[config.mk]
export PLATFORM = sky130hd
export DESIGN_NAME = rxdma_read
export DESIGN_NICKNAME = d
export VERILOG_FILES = /design/src/rxdma_pkg.sv /design/src/rxdma_read.sv
export SDC_FILE = /design/constraint.sdc
export NUM_CORES = 1
export LEC_CHECK = 0
export BUFFER_PORTS_ARGS = -buffer_cell sky130_fd_sc_hd__buf_2
export CAP_MARGIN = 20
export CORE_MARGIN = 1.5
export CORE_UTILIZATION = 35
export DETAILED_ROUTE_END_ITERATION = 7
export GPL_TIMING_DRIVEN = 0
export HOLD_SLACK_MARGIN = 0.08
export PLACE_DENSITY = 0.77
export SYNTH_ARGS = -nofsm -noshare
export SYNTH_HDL_FRONTEND = slang
export SYNTH_SLANG_ARGS = --single-unit
[constraint.sdc]
create_clock -name clock -period 3.05 [get_ports clock]
set_input_delay 0.1525 -clock clock [delete_from_list [all_inputs] [get_ports clock]]
set_output_delay 0.1525 -clock clock [all_outputs]
set_load 0.05 [all_outputs]
[src/rxdma_pkg.sv]
// Overview of operation
// - rising reset bit restarts read channel
// - enable bit gates all dma requests
// - request only when selected buffer holds message
// - words flow from hdlc buffers to bus
// - transfer begins with request driven low
// - read strobe mode: word per low strobe
// - direction mode: word per write strobe
// - type bit zero: read pin strobes
// - type bit one: read pin is direction
// - three-bit field selects one of eight channels
package rxdma_pkg;
    // register map, byte addresses on apb
    localparam logic [11:0] RXDMA_CFG_ADDR    = 12'h000;
    localparam logic [11:0] RXDMA_STATUS_ADDR = 12'h004;
    // configuration field positions
    localparam int RXDMA_RST_BIT  = 7;
    localparam int RXDMA_ENB_BIT  = 6;
    localparam int RXDMA_TYPE_BIT = 5;
    localparam int RXDMA_CHAN_LSB = 0;
    localparam int RXDMA_CHAN_W   = 3;
    localparam int RXDMA_NCHAN    = 8;
    localparam logic [7:0] RXDMA_CFG_RESET = 8'h00;
    localparam logic [7:0] RXDMA_CFG_MASK  = 8'hE7;
    // source word width
    localparam int RXDMA_DW = 8;

    // configuration as a struct
    typedef struct packed {
        logic                    rst;
        logic                    enb;
        logic                    rd_type;
        logic [1:0]              rsvd;
        logic [RXDMA_CHAN_W-1:0] chan;
    } rxdma_cfg_t;

    // request handshake states
    typedef enum logic [1:0] {
        RXDMA_IDLE,
        RXDMA_REQ,
        RXDMA_XFER
    } rxdma_state_t;

    // one word from the hdlc buffer with its end-of-message mark
    typedef struct packed {
        logic                eom;
        logic [RXDMA_DW-1:0] data;
    } rxdma_word_t;
endpackage

[src/rxdma_read.sv]
// receive read dma channel: hdlc buffer words out onto the host bus
module rxdma_read
    import rxdma_pkg::*;
#(
    parameter int NCHAN = RXDMA_NCHAN
)
(
    input  wire logic                 clock,
    input  wire logic                 sys_rst,
    // apb slave
    input  wire logic                 psel,
    input  wire logic                 penable,
    input  wire logic                 pwrite,
    input  wire logic [11:0]          paddr,
    input  wire logic [31:0]          pwdata,
    output logic      [31:0]          prdata,
    output logic                      pready,
    output logic                      pslverr,
    // per-channel hdlc receive buffer side
    input  wire logic [NCHAN-1:0]     msg_ready,
    input  wire logic [NCHAN-1:0]     src_valid,
    input  wire rxdma_word_t          src_word [NCHAN],
    output logic      [NCHAN-1:0]     src_ready,
    // dma pins
    output logic                      rx_dma_request_n,
    input  wire logic                 rx_dma_acknowledge_n,
    input  wire logic                 rd_n,
    input  wire logic                 wr_n,
    output logic      [RXDMA_DW-1:0]  dbus_out,
    output logic                      dbus_oe
);
    // software config register
    rxdma_cfg_t   cfg;
    rxdma_cfg_t   next_cfg;
    // apb answer registers
    logic [31:0]  next_prdata;
    logic         next_pready;
    logic         next_pslverr;
    // channel reset pulse from the 0->1 write
    logic         chan_rst;
    logic         next_chan_rst;
    // handshake state
    rxdma_state_t state;
    rxdma_state_t next_state;
    logic         req_n;
    logic         next_req_n;
    // two-entry skid buffer
    rxdma_word_t  buf_mem [2];
    rxdma_word_t  next_buf_mem [2];
    logic [1:0]   buf_cnt;
    logic [1:0]   next_buf_cnt;
    logic         buf_rd;
    logic         next_buf_rd;
    // strobe edge tracking
    logic         strb_q;
    logic         next_strb_q;
    logic [RXDMA_DW-1:0] dout;
    logic [RXDMA_DW-1:0] next_dout;
    logic         oe;
    logic         next_oe;
    logic [NCHAN-1:0] next_src_ready;
    logic [NCHAN-1:0] src_rdy_q;

    // combinational helpers
    logic         strb_n;
    logic         strb_fall;
    logic         in_valid;
    rxdma_word_t  in_word;
    logic         push;
    logic         pop;
    logic         apb_acc;

    // decode used three times: one-hot of the selected channel
    function automatic logic [NCHAN-1:0] chan_onehot(
        input logic [RXDMA_CHAN_W-1:0] c
    );
        logic [NCHAN-1:0] r;
        r = '0;
        r[c] = 1'b1;
        return r;
    endfunction

    // strobe choice: the type bit picks which pin carries the strobe
    always_comb
    begin
        strb_n    = cfg.rd_type ? wr_n : rd_n;
        strb_fall = strb_q & ~strb_n & ~rx_dma_acknowledge_n;
        in_valid  = |(src_valid & chan_onehot(cfg.chan));
        in_word   = src_word[cfg.chan];
        apb_acc   = psel & penable & ~pready;
    end

    // apb register access and reset-bit edge
    always_comb
    begin
        next_cfg      = cfg;
        next_prdata   = prdata;
        next_pslverr  = 1'b0;
        next_pready   = apb_acc;
        next_chan_rst = 1'b0;
        if (apb_acc)
        begin
            if (paddr == RXDMA_CFG_ADDR)
            begin
                if (pwrite)
                begin
                    next_cfg = rxdma_cfg_t'(pwdata[7:0] & RXDMA_CFG_MASK);
                    next_chan_rst = pwdata[RXDMA_RST_BIT] & ~cfg.rst;
                end
                else
                begin
                    next_prdata = {24'h0000_00, cfg};
                end
            end
            else if (paddr == RXDMA_STATUS_ADDR && !pwrite)
            begin
                // live handshake state for software
                next_prdata = {28'h0000_000, buf_cnt,
                               ~req_n, state != RXDMA_IDLE};
            end
            else
            begin
                // unmapped or write to status: error, no effect
                next_pslverr = 1'b1;
                next_prdata  = 32'h0000_0000;
            end
        end
    end

    // request handshake and buffer
    always_comb
    begin
        next_state   = state;
        next_req_n   = req_n;
        next_buf_mem = buf_mem;
        next_buf_cnt = buf_cnt;
        next_buf_rd  = buf_rd;
        next_dout    = dout;
        // finish a strobe already begun, even past the last word
        next_oe      = oe & ~strb_n & ~rx_dma_acknowledge_n;
        next_strb_q  = strb_n;
        // pull from hdlc buffer while room
        push = src_rdy_q != '0 && in_valid;
        pop  = strb_fall && buf_cnt != 2'd0 && state == RXDMA_XFER;
        next_src_ready = '0;
        unique case (state)
            RXDMA_IDLE:
            begin
                // only when enabled and message waiting
                if (cfg.enb && (msg_ready & chan_onehot(cfg.chan)) != '0)
                begin
                    next_req_n = 1'b0;
                    next_state = RXDMA_REQ;
                end
            end
            RXDMA_REQ:
            begin
                if (!rx_dma_acknowledge_n)
                    next_state = RXDMA_XFER;
            end
            RXDMA_XFER:
            begin
                next_oe = ~strb_n & ~rx_dma_acknowledge_n;
                if (pop)
                begin
                    next_dout = buf_mem[buf_rd].data;
                    next_buf_rd = ~buf_rd;
                    // last word of message ends request
                    if (buf_mem[buf_rd].eom)
                    begin
                        next_req_n = 1'b1;
                        next_state = RXDMA_IDLE;
                    end
                end
            end
        endcase
        if (push)
        begin
            next_buf_mem[buf_rd ^ (buf_cnt != 2'd0)] = in_word;
        end
        next_buf_cnt = buf_cnt + {1'b0, push} - {1'b0, pop};
        // back-pressure: ready only with a free slot next cycle
        if (state != RXDMA_IDLE && next_buf_cnt != 2'd2)
            next_src_ready = chan_onehot(cfg.chan);
        if (!cfg.enb || chan_rst)
        begin
            next_state     = RXDMA_IDLE;
            next_req_n     = 1'b1;
            next_buf_cnt   = 2'd0;
            next_buf_rd    = 1'b0;
            next_oe        = 1'b0;
            next_src_ready = '0;
        end
    end

    // register everything
    always_ff @(posedge clock or posedge sys_rst)
    begin
        if (sys_rst)
        begin
            cfg       <= rxdma_cfg_t'(RXDMA_CFG_RESET);
            prdata    <= 32'h0000_0000;
            pready    <= 1'b0;
            pslverr   <= 1'b0;
            chan_rst  <= 1'b0;
            state     <= RXDMA_IDLE;
            req_n     <= 1'b1;
            buf_mem   <= '{default: '0};
            buf_cnt   <= 2'd0;
            buf_rd    <= 1'b0;
            strb_q    <= 1'b1;
            dout      <= '0;
            oe        <= 1'b0;
            src_rdy_q <= '0;
        end
        else
        begin
            cfg       <= next_cfg;
            prdata    <= next_prdata;
            pready    <= next_pready;
            pslverr   <= next_pslverr;
            chan_rst  <= next_chan_rst;
            state     <= next_state;
            req_n     <= next_req_n;
            buf_mem   <= next_buf_mem;
            buf_cnt   <= next_buf_cnt;
            buf_rd    <= next_buf_rd;
            strb_q    <= next_strb_q;
            dout      <= next_dout;
            oe        <= next_oe;
            src_rdy_q <= next_src_ready;
        end
    end

    assign rx_dma_request_n = req_n;
    assign src_ready        = src_rdy_q;
    assign dbus_out         = dout;
    assign dbus_oe          = oe;

    // assertions
    // disabled channel never requests
    req_needs_enable_a: assert property (
        @(posedge clock) disable iff (sys_rst)
        !cfg.enb |=> req_n)
        else $error("request while disabled");
    // reset pulse clears request next edge
    rst_drops_req_a: assert property (
        @(posedge clock) disable iff (sys_rst)
        chan_rst |=> req_n && state == RXDMA_IDLE)
        else $error("reset did not clear request");
    // request only with a waiting message
    req_needs_msg_a: assert property (
        @(posedge clock) disable iff (sys_rst)
        $fell(req_n) |-> $past(msg_ready[cfg.chan]))
        else $error("request without message");
    // buffer never overfills
    buf_bound_a: assert property (
        @(posedge clock) disable iff (sys_rst)
        buf_cnt <= 2'd2)
        else $error("buffer overflow");
    // request low through a transfer
    xfer_req_low_a: assert property (
        @(posedge clock) disable iff (sys_rst)
        state == RXDMA_XFER |-> !req_n)
        else $error("transfer without request");
    // bus drive starts only while transferring
    oe_in_xfer_a: assert property (
        @(posedge clock) disable iff (sys_rst)
        $rose(oe) |-> $past(state) == RXDMA_XFER)
        else $error("bus driven outside transfer");
    // bus driven only under a low strobe with ack
    oe_under_strobe_a: assert property (
        @(posedge clock) disable iff (sys_rst)
        oe |-> $past(!strb_n && !rx_dma_acknowledge_n))
        else $error("bus driven without strobe");
    // source ready only with a free buffer slot
    src_room_a: assert property (
        @(posedge clock) disable iff (sys_rst)
        src_rdy_q != '0 |-> buf_cnt != 2'd2)
        else $error("source ready with full buffer");
    // no ack, no transfer state
    ack_gate_a: assert property (
        @(posedge clock) disable iff (sys_rst)
        state == RXDMA_REQ && rx_dma_acknowledge_n |=> state != RXDMA_XFER)
        else $error("transfer without ack");
    // end of message releases request
    eom_release_a: assert property (
        @(posedge clock) disable iff (sys_rst)
        pop && buf_mem[buf_rd].eom |=> req_n)
        else $error("request held after message end");
    // apb answers one cycle after access
    apb_ready_a: assert property (
        @(posedge clock) disable iff (sys_rst)
        psel && penable && !pready |=> pready)
        else $error("apb answer late");
endmodule

==> flow_summary_export.csv, run 1 <==
group,metric,value,unit
cells_and_area,antenna_cells,0,
cells_and_area,area_growth,37.0,%
cells_and_area,multiInputGateArea,1800,sq um
power,p_leak,2.41,nW
logic_synthesis,synth_area_leaders,"dfrtp_1, mux2_2, mux2i_1",
cells_and_area,final_cells,635,
sta,period_minus_slack,2580,ps
power,seqPwrFrac,0.422,
cts,clk_pin_slew_worst_paths,70,ps
cells_and_area,layout_commonest_cell,"buf_2",
logic_synthesis,ys_types,49,
critical_path,r2r-start,"cfg[5]",
power,switching_share,0.259,
place,dp_slack,554,ps
cells_and_area,regArea,1450,sq um
cells_and_area,nFillCells,930,
logic_synthesis,synth_area,3500,sq um
die,io_pins,192,
die,die_w,103,um
power,fin_total_pwr,1.85,mW
die,die_area,10600,sq um
hold_path,min_to,"dbus_oe",
die,die_height,103,um
place,place_area,4480,sq um
logic_synthesis,yosys_warnings,0,
sta,rsz0062_at_grt,"no",
cells_and_area,postLayoutCoreUtil,0.493,
cts,hold_buffers,10,
routing,drt_iter0_markers,119,
place,port_buffers,140,
routing,dr.pass1.iters,4,
cells_and_area,final_cell_mix,"buf_2, dfrtp_1, buf_4, conb_1, mux2i_1",
die,start_util,0.360,
routing,drcViolationCount,0,
logic_synthesis,ys_seq_area_frac,0.415,
logic_synthesis,synth_cells,311,
routing,wl,9240,um
sta,fmax,387,MHz
place,post-dp-hpwl,7220,um
critical_path,reg2reg_slack,470,ps
cts,clock-root-buffer,"clkbuf_8",
sta,worst_pin_slew,623,ps
sta,finalHoldViolations,0,
critical_path,critPathMaxFanout,8,
logic_synthesis,synth.largest_area_cell,"dfrtp_1",
cts,post_cts_resized,0,
power,vdd.ir_drop.worst,200,uV
place,gp_congestion,0.851,
sta,holdWs,132,ps
critical_path,start_kind,"primary input",
power,powerDensity,387,nW/um^2
logic_synthesis,ys_ff_latch,58,
critical_path,rr_worst_depth,9,
logic_synthesis,async_flop_share,1.00,
routing,wl_per_cell,14.5,um
critical_path,crit_required,3250,ps
hold_path,hp-start,"wr_n",
sta,tns,0,ps
critical_path,crit_type,"primary input to flip-flop",
global_routing,grt_pass1_wl,14900,um
routing,vias,3087,
place,placed_cells,609,
power,netSwitchingPower,0.481,mW
sta,worst_slack,467,ps
die,row_count,36,
cts,clockBufferDepth,2,
sta,relSlewSlack,0.584,
die,core-area,9730,sq um
sta,fin_worst_skew,11.1,ps
global_routing,first_global_vias,3179,
status,status,"finished, final reports clean",
cts,cts.htree.levels,3,
cts,post-cts-setup-buffers,0,
routing,viasPerCell,4.86,
global_routing,grt_overflow,0,
cells_and_area,design_area,4800,sq um
critical_path,critPathArrivalTime,2790,ps
sta,period_share,0.847,
cts,clkSinkCount,58,
power,p_int,1.37,mW
global_routing,grt_usage,0.184,
critical_path,end_kind,"flip-flop",
logic_synthesis,ys.flop_type,"dfrtp_1",
cells_and_area,post_route_cells_drive_above_1_share,0.478,
global_routing,grt_antenna_before_repair,0,
routing,ant_nets,0,
critical_path,rr_endpoint,"src_ready[2]",
cts,cts_tree,"done",
logic_synthesis,avgSynthCellArea,11.3,sq um
sta,finalMaxSlewViolations,0,
run,maxCapViolations,0,
cts,clock_latency,340,ps
hold_path,hold-path-cell-count,3,
logic_synthesis,synth_top_area_frac,0.400,
power,comb_power_share,0.151,
sta,setup_viol,0,
hold_path,hold_path.class,"primary input to flip-flop",
global_routing,grt_max_degree,41,
logic_synthesis,synth_edf_count,0,
power,pwr-share-clk,0.427,
cts,cts_made_buffers,9,
cells_and_area,nNetsFinal,641,
==> kinds of logic after synthesis <==
kind of cell | Yosys count | synth area share
adder cells (fa/ha/maj) | 4 | 0.0143
XOR/XNOR | 4 | 0.0100
other | 1 | 0.00107
buffers and inverters | 51 | 0.0968
flip-flops | 58 | 0.415
multiplexers | 66 | 0.252
AO/OA/AOI/OAI | 51 | 0.103
AND/OR/NAND/NOR | 76 | 0.108
==> power by group through the flow <==
stage / clock (mW) / sequential (mW) / combinational, mW
after floorplan: 0 / 0.822 / 0.146
after CTS: 0.813 / 0.782 / 0.280
final: 0.793 / 0.782 / 0.280
after global placement: 0 / 0.796 / 0.261
after detailed placement: 0 / 0.796 / 0.269
after global routing: 0.857 / 0.782 / 0.303
==> flip-flops by register name, summed over array words and instances, names as in the netlist <==
signal	count
cfg	6
dbus_out	8
buf_cnt	2
buf_mem	18
pready	1
strb_q	1
rx_dma_request_n	1
chan_rst	1
pslverr	1
state	2
dbus_oe	1
buf_rd	1
src_ready	8
prdata	7
==> layer usage <==
metal  vias to the layer above  part of all wire  track usage
li1                       1455                 -            -
met1                      1471              0.42        0.221
met2                       141              0.49        0.315
met3                        20             0.072       0.0488
met4                         0             0.021       0.0748
met5                         -                 0            0
==> how the worst max path moves through the flow <==
stage           start            to  slack, ps
6_report         rd_n  src_ready[2]        470
3_3_place_gp   cfg[5]  src_ready[2]        640
5_1_grt        cfg[5]  src_ready[4]        360
3_5_place_dp   cfg[5]  src_ready[2]        550
2_1_floorplan  cfg[5]  src_ready[0]        800
4_1_cts        cfg[5]  src_ready[2]        480
==> area by class of cell <==
class | count | share of cell area
multi-input combinational | 226 | 0.375
clock inverter | 5 | 0.0162
clock buffer | 11 | 0.0295
buffer | 40 | 0.0621
tap | 133 | 0.0347
inverter | 11 | 0.00860
timing repair buffer | 151 | 0.171
sequential | 58 | 0.303
==> cells in the mapped netlist, types with 2 or more instances <==
master	count
mux2i_1	24
and2_1	2
xnor2_1	3
nor2_1	11
ha_1	4
a31oi_1	2
o21ai_0	18
nand2b_1	4
and3_1	2
mux2_4	10
o22a_1	2
clkbuf_1	3
nand3_1	8
nor2b_1	4
dfrtp_1	56
o22ai_1	2
a22oi_1	8
buf_4	27
mux2_2	23
nor3b_1	2
a221oi_1	2
nor4_1	5
buf_2	6
a21oi_1	6
buf_6	3
dfstp_2	2
inv_1	11
nand2_1	18
nor3_1	15
mux4_1	8
or2_2	2
==> critical path, stage by stage <==
cell,delay (ps)
dlygate4sd3_1,540
buf_2,120
mux2_4,290
nor3_1,230
and2_2,260
xnor2_1,130
ha_1,170
xor2_1,260
a21oi_2,90
o311ai_4,450
nor3_1,100
(Power assumes the default switching activity.)
==> inputs of run 2 (changes only) <==
--- a/config.mk
+++ b/config.mk
@@ -12,7 +12,7 @@
 export DETAILED_ROUTE_END_ITERATION = 7
 export GPL_TIMING_DRIVEN = 0
 export HOLD_SLACK_MARGIN = 0.08
-export PLACE_DENSITY = 0.77
+export PLACE_DENSITY = 0.8
 export SYNTH_ARGS = -nofsm -noshare
 export SYNTH_HDL_FRONTEND = slang
 export SYNTH_SLANG_ARGS = --single-unit
==> constraint.sdc (replaced) <==
create_clock -name clock -period 2.29 [get_ports clock]
set_input_delay 0.1145 -clock clock [delete_from_list [all_inputs] [get_ports clock]]
set_output_delay 0.1145 -clock clock [all_outputs]
set_load 0.05 [all_outputs]
==> run 2 against run 1 <==
The run now ends with setup timing left. Sequential power up 33%. Sequential share of layout area is 0.68 points lower. Non-clock buffer count increased by 4. Cell area rose by 2.4%. Worst setup slack got worse by 580 ps. Register-to-register slack worse by 580 ps. Count of clock-buffer cells in the layout decreased by 1. Final cell count grew 0.63%. Via count increased by 0.65%. Power grew 23%. Largest power group is now registers.
==> flow_summary_export.csv, run 2 (synthesized netlist as in run 1, its figures left out) <==
group,metric,value,unit
status,status,"complete, but fails checks",
status,violations,"setup timing",
cells_and_area,postLayoutCoreUtil,0.505,
cells_and_area,regArea,1460,sq um
place,placed_cells,609,
critical_path,crit_required,2550,ps
cells_and_area,final_cells,639,
sta,worst_pin_slew,613,ps
sta,finalMaxSlewViolations,0,
die,row_count,36,
cells_and_area,multiInputGateArea,1920,sq um
cts,clk_pin_slew_worst_paths,80,ps
routing,drcViolationCount,0,
die,core-area,9730,sq um
critical_path,start_kind,"flip-flop",
cells_and_area,layout_commonest_cell,"buf_2",
die,start_util,0.360,
power,p_leak,2.44,nW
global_routing,grt_overflow,0,
cts,cts.htree.levels,3,
sta,tns,-703,ps
place,place_area,4480,sq um
critical_path,crit_type,"flip-flop to flip-flop",
routing,wl_per_cell,15.5,um
global_routing,grt_usage,0.193,
sta,holdWs,122,ps
die,die_height,103,um
routing,drt_iter0_markers,109,
cells_and_area,area_growth,40.3,%
cells_and_area,nFillCells,873,
sta,fin_worst_skew,12.2,ps
cells_and_area,antenna_cells,0,
place,port_buffers,140,
place,post-dp-hpwl,7560,um
die,die_w,103,um
sta,worst_slack,-113,ps
routing,wl,9910,um
critical_path,critPathArrivalTime,2660,ps
routing,dr.pass1.iters,4,
power,fin_total_pwr,2.28,mW
power,vdd.ir_drop.worst,381,uV
critical_path,slowest_delay,400,ps
die,die_area,10600,sq um
sta,setup_viol,8,
sta,fmax,416,MHz
sta,finalHoldViolations,0,
critical_path,end_kind,"flip-flop",
critical_path,path_buf_inv,1,
cells_and_area,post_route_cells_drive_above_1_share,0.528,
critical_path,critPathMaxFanout,8,
cts,cts_tree,"done",
cts,clock-root-buffer,"clkbuf_8",
sta,relSlewSlack,0.590,
sta,period_minus_slack,2400,ps
power,powerDensity,465,nW/um^2
global_routing,grt_pass1_wl,15300,um
cells_and_area,design_area,4910,sq um
place,dp_slack,-198,ps
hold_path,hold_path.class,"primary input to flip-flop",
sta,rsz0062_at_grt,"yes",
routing,vias,3107,
cells_and_area,nNetsFinal,645,
die,io_pins,192,
sta,period_share,1.05,
cells_and_area,largest_register,"buf_mem",
critical_path,slowest_stage,"dfrtp_1",
critical_path,worstPathCellList,"mux2_4 -> nor3_4 -> and2_4 -> xnor2_2 -> ha_2 -> xor2_2 -> and3_4 -> o311ai_4 -> buf_6 -> nor3_2",
cells_and_area,largest_register_ffs,18,
routing,viasPerCell,4.86,
cells_and_area,final_cell_mix,"buf_2, dfrtp_1, buf_4, conb_1, mux2_2",
cts,cts_made_buffers,9,
cts,clkSinkCount,58,
critical_path,crit_family,"simple AND/OR/NAND/NOR gates",
global_routing,first_global_vias,3280,
run,maxCapViolations,0,
global_routing,grt_antenna_before_repair,1,
global_routing,grt_max_degree,45,
cts,clock_latency,350,ps
cts,clockBufferDepth,2,
routing,ant_nets,0,
place,gp_congestion,0.860,
==> run 2: changes by cell type in the layout (fill, tap and decap cells not counted), sizes merged <==
cell         before  now
buf             178  184
bufinv            2    0
clkbuf           14   13
clkinvlp          1    3
dlygate4sd3      10    8
inv              11   12
==> run 2: final timing paths <==
| check | from | to | slack [ps] | cells past startpoint |
|---|---|---|---|---|
| hold reg to reg | dbus_out[3] | dbus_out[3] | 470 | 2 |
| max in group asynchronous | sys_rst | strb_q | 1390 | 4 |
| setup / recovery | cfg[5] | src_ready[3] | -110 | 10 |
| min in group asynchronous | sys_rst | cfg[5] | 290 | 3 |
| setup reg to reg | cfg[5] | src_ready[3] | -110 | 10 |
| hold / removal | penable | pready | 120 | 4 |
==> run 2: routing by layer <==
layer | global-route usage | vias up | share of wire
li1 | - | 1468 | -
met1 | 0.218 | 1482 | 0.42
met2 | 0.336 | 132 | 0.49
met3 | 0.0732 | 23 | 0.071
met4 | 0.0655 | 2 | 0.016
met5 | 0 | - | 0.0013
==> run 2: cell type report <==
type                    instances  share of cell area
well taps                     133              0.0339
flip-flops and latches         58               0.296
clock inverters                 6             0.00841
repair buffers                155               0.173
plain buffers                  40              0.0619
clock buffers                  10              0.0280
multi-input cells             226               0.390
inverters                      11             0.00841
==> run 2: worst reg2reg max path: stages, from the launching register on <==
cell and delay (ps):
dfrtp_1 400, mux2_4 330, nor3_4 180, and2_4 180, xnor2_2 100, ha_2 220, xor2_2 220, and3_4 240
o311ai_4 100, buf_6 190, nor3_2 150
==> run 2: report_power, final <==
group | internal, mW | leakage (nW) | switching [mW]
clock | 0.421 | 0.0847 | 0.441
combinational | 0.156 | 1.57 | 0.223
sequential | 1.04 | 0.794 | 0.00652
total | 1.61 | 2.44 | 0.670
==> run 2: repair_timing <==
item / CTS / global route
pin swaps: 2 / 1
setup buffers: 5 / 1
hold endpoints to repair: 22 / 0
hold buffers: 8 / 0
resized for setup: 17 / 13
endpoints found under the setup margin: 8 / 8
==> inputs of run 3 (changes only) <==
--- a/config.mk
+++ b/config.mk
@@ -9,6 +9,7 @@
 export CAP_MARGIN = 20
 export CORE_MARGIN = 1.5
 export CORE_UTILIZATION = 35
+export CTS_BUF_LIST = sky130_fd_sc_hd__clkbuf_4 sky130_fd_sc_hd__clkbuf_8
 export DETAILED_ROUTE_END_ITERATION = 7
 export GPL_TIMING_DRIVEN = 0
 export HOLD_SLACK_MARGIN = 0.08
==> constraint.sdc (replaced) <==
create_clock -name clock -period 2.29 [get_ports clock]
set_input_delay 0.5725 -clock clock [delete_from_list [all_inputs] [get_ports clock]]
set_output_delay 0.5725 -clock clock [all_outputs]
set_load 0.05 [all_outputs]
==> run 3 against run 2 <==
Power is 0.84% lower. The flow still finishes with violations (setup timing). Combinational power down 2%. Cell area is 0.10% lower. Largest cell class unchanged. Largest power group unchanged. Sequential power is essentially flat. Critical path depth up 1. Count of clock-buffer cells in the layout decreased by 1. Maximum frequency rose by 3.7%. Register-to-register slack better by 90 ps. Via count shrank 0.23%. Non-clock buffer count down 1. First-iteration DRC count rose by 6.4%. Final cell count did not move.
==> flow_summary_export.csv, run 3 (synthesized netlist as in run 1, its figures left out) <==
group,metric,value,unit
sta,setup_viol,8,
sta,worst_pin_slew,671,ps
critical_path,slowest_stage,"dfrtp_1",
routing,drcViolationCount,0,
run,maxCapViolations,0,
place,port_buffers,140,
power,powerDensity,461,nW/um^2
place,gp_congestion,0.806,
critical_path,worstPathCellList,"buf_6 -> mux2i_4 -> o22ai_2 -> o21ai_2 -> xnor2_2 -> ha_2 -> xor2_2 -> and3_4 -> o311ai_4 -> buf_12 -> nor3_2",
cells_and_area,post_route_cells_drive_above_1_share,0.549,
critical_path,crit_required,2550,ps
power,vdd.ir_drop.worst,502,uV
power,p_leak,2.46,nW
sta,rsz0062_at_grt,"yes",
critical_path,crit_start,"cfg[0]",
cts,clk_pin_slew_worst_paths,70,ps
critical_path,r2r-start,"cfg[0]",
power,fin_total_pwr,2.26,mW
critical_path,end_kind,"flip-flop",
sta,period_share,1.01,
status,status,"complete, but fails checks",
sta,relSlewSlack,0.552,
global_routing,first_global_vias,3115,
cells_and_area,layout_commonest_cell,"buf_2",
sta,tns,-150,ps
sta,worst_slack,-26.7,ps
global_routing,grt_antenna_before_repair,0,
sta,fin_worst_skew,11.5,ps
die,io_pins,192,
status,violations,"setup timing",
die,row_count,36,
routing,drt_iter0_markers,116,
cells_and_area,largest_register,"buf_mem",
routing,ant_nets,0,
critical_path,critPathMaxFanout,8,
die,die_area,10600,sq um
routing,dr.pass1.iters,4,
critical_path,start_kind,"flip-flop",
sta,holdWs,270,ps
global_routing,grt_overflow,0,
global_routing,grt_usage,0.198,
cells_and_area,largest_register_ffs,18,
routing,viasPerCell,4.85,
global_routing,grt_max_degree,37,
sta,fmax,432,MHz
cells_and_area,nFillCells,924,
critical_path,slowest_delay,350,ps
hold_path,hold_path.class,"primary input to asynchronous set/reset pin",
sta,period_minus_slack,2320,ps
die,start_util,0.360,
place,post-dp-hpwl,7710,um
die,core-area,9730,sq um
critical_path,crit_type,"flip-flop to flip-flop",
cts,clkSinkCount,58,
routing,vias,3100,
die,die_height,103,um
sta,finalMaxSlewViolations,0,
routing,wl_per_cell,15.9,um
cells_and_area,area_growth,40.1,%
cts,hold_buffers,0,
cts,clock_latency,340,ps
cts,clock-root-buffer,"clkbuf_8",
cts,cts_made_buffers,9,
sta,finalHoldViolations,0,
critical_path,critPathArrivalTime,2580,ps
cts,cts.htree.levels,3,
routing,wl,10200,um
die,die_w,103,um
global_routing,grt_pass1_wl,15700,um
cells_and_area,final_cell_mix,"buf_2, dfrtp_1, buf_4, conb_1, mux2_2",
cells_and_area,nNetsFinal,644,
cts,clockBufferDepth,2,
cts,cts_tree,"done",
-- run 3: changes by cell type in the layout (fill, tap and decap cells not counted), sizes merged --
cell         before  now
buf             184  191
clkbuf           13   12
clkinvlp          3    2
dlygate4sd3       8    0
clkinv            2    4
diode             0    1
-- run 3: cell type report --
cell class                 instances  area, sq um  share of cell area
inverter                          11         41.3             0.00841
multi-input combinational        226         1930               0.394
clock buffer                       9          124              0.0252
buffer                            40          300              0.0612
clock inverter                     7         55.1              0.0112
tap                              133          166              0.0339
antenna                            1         2.50            0.000510
sequential                        58         1460               0.297
timing repair buffer             154          831               0.169
-- run 3: metrics by stage --
stage / area [sq um] / utilization / cells / setup slack [ps]
after floorplan: 3600 / - / 335 / -102
after global placement: 4470 / 0.459 / 608 / -357
after detailed placement: 4490 / 0.461 / 609 / -414
after CTS: 4800 / 0.494 / 632 / -45.6
after global routing: 4900 / 0.504 / 638 / -145
final: 4910 / 0.504 / 639 / -26.7
-- run 3: critical path: cells and delay by family, from the launching register on --
kind | cells | cell delay [ps]
compound gates | 3 | 410
xor+xnor | 2 | 320
fa+ha+maj | 1 | 210
buf+inv | 2 | 340
flops | 1 | 350
mux | 1 | 250
simple gates | 2 | 350
-- run 3: layer usage --
metal  share of wire  vias up  GRT usage
met5               0        -          0
met2            0.49      132      0.344
met1            0.44     1492      0.245
li1                -     1466          -
met3           0.063       10     0.0515
met4          0.0097        0     0.0530
-- run 3: worst paths after layout --
check,endpoint,depth (start not counted),slack [ps]
min in group clock,cfg[5],2,450
worst max register to register,src_ready[3],11,-30
worst min-delay path,buf_mem[3],2,270
worst max-delay path,src_ready[3],11,-30
worst min register to register,chan_rst,1,470
max in group asynchronous,rx_dma_request_n,3,1390
-- run 3: repair_timing --
action / CTS / global route
resized for setup: 15 / 14
setup endpoints to repair: 8 / 9
pin swaps: 5 / 4
setup buffers: 8 / 6
cloned: 0 / 0
endpoints found under the hold margin: 0 / 0
-- run 3: where the power goes --
group | internal, mW | switching (mW)
sequential | 1.04 | 0.00641
clock | 0.398 | 0.453
combinational | 0.149 | 0.223
total | 1.58 | 0.682
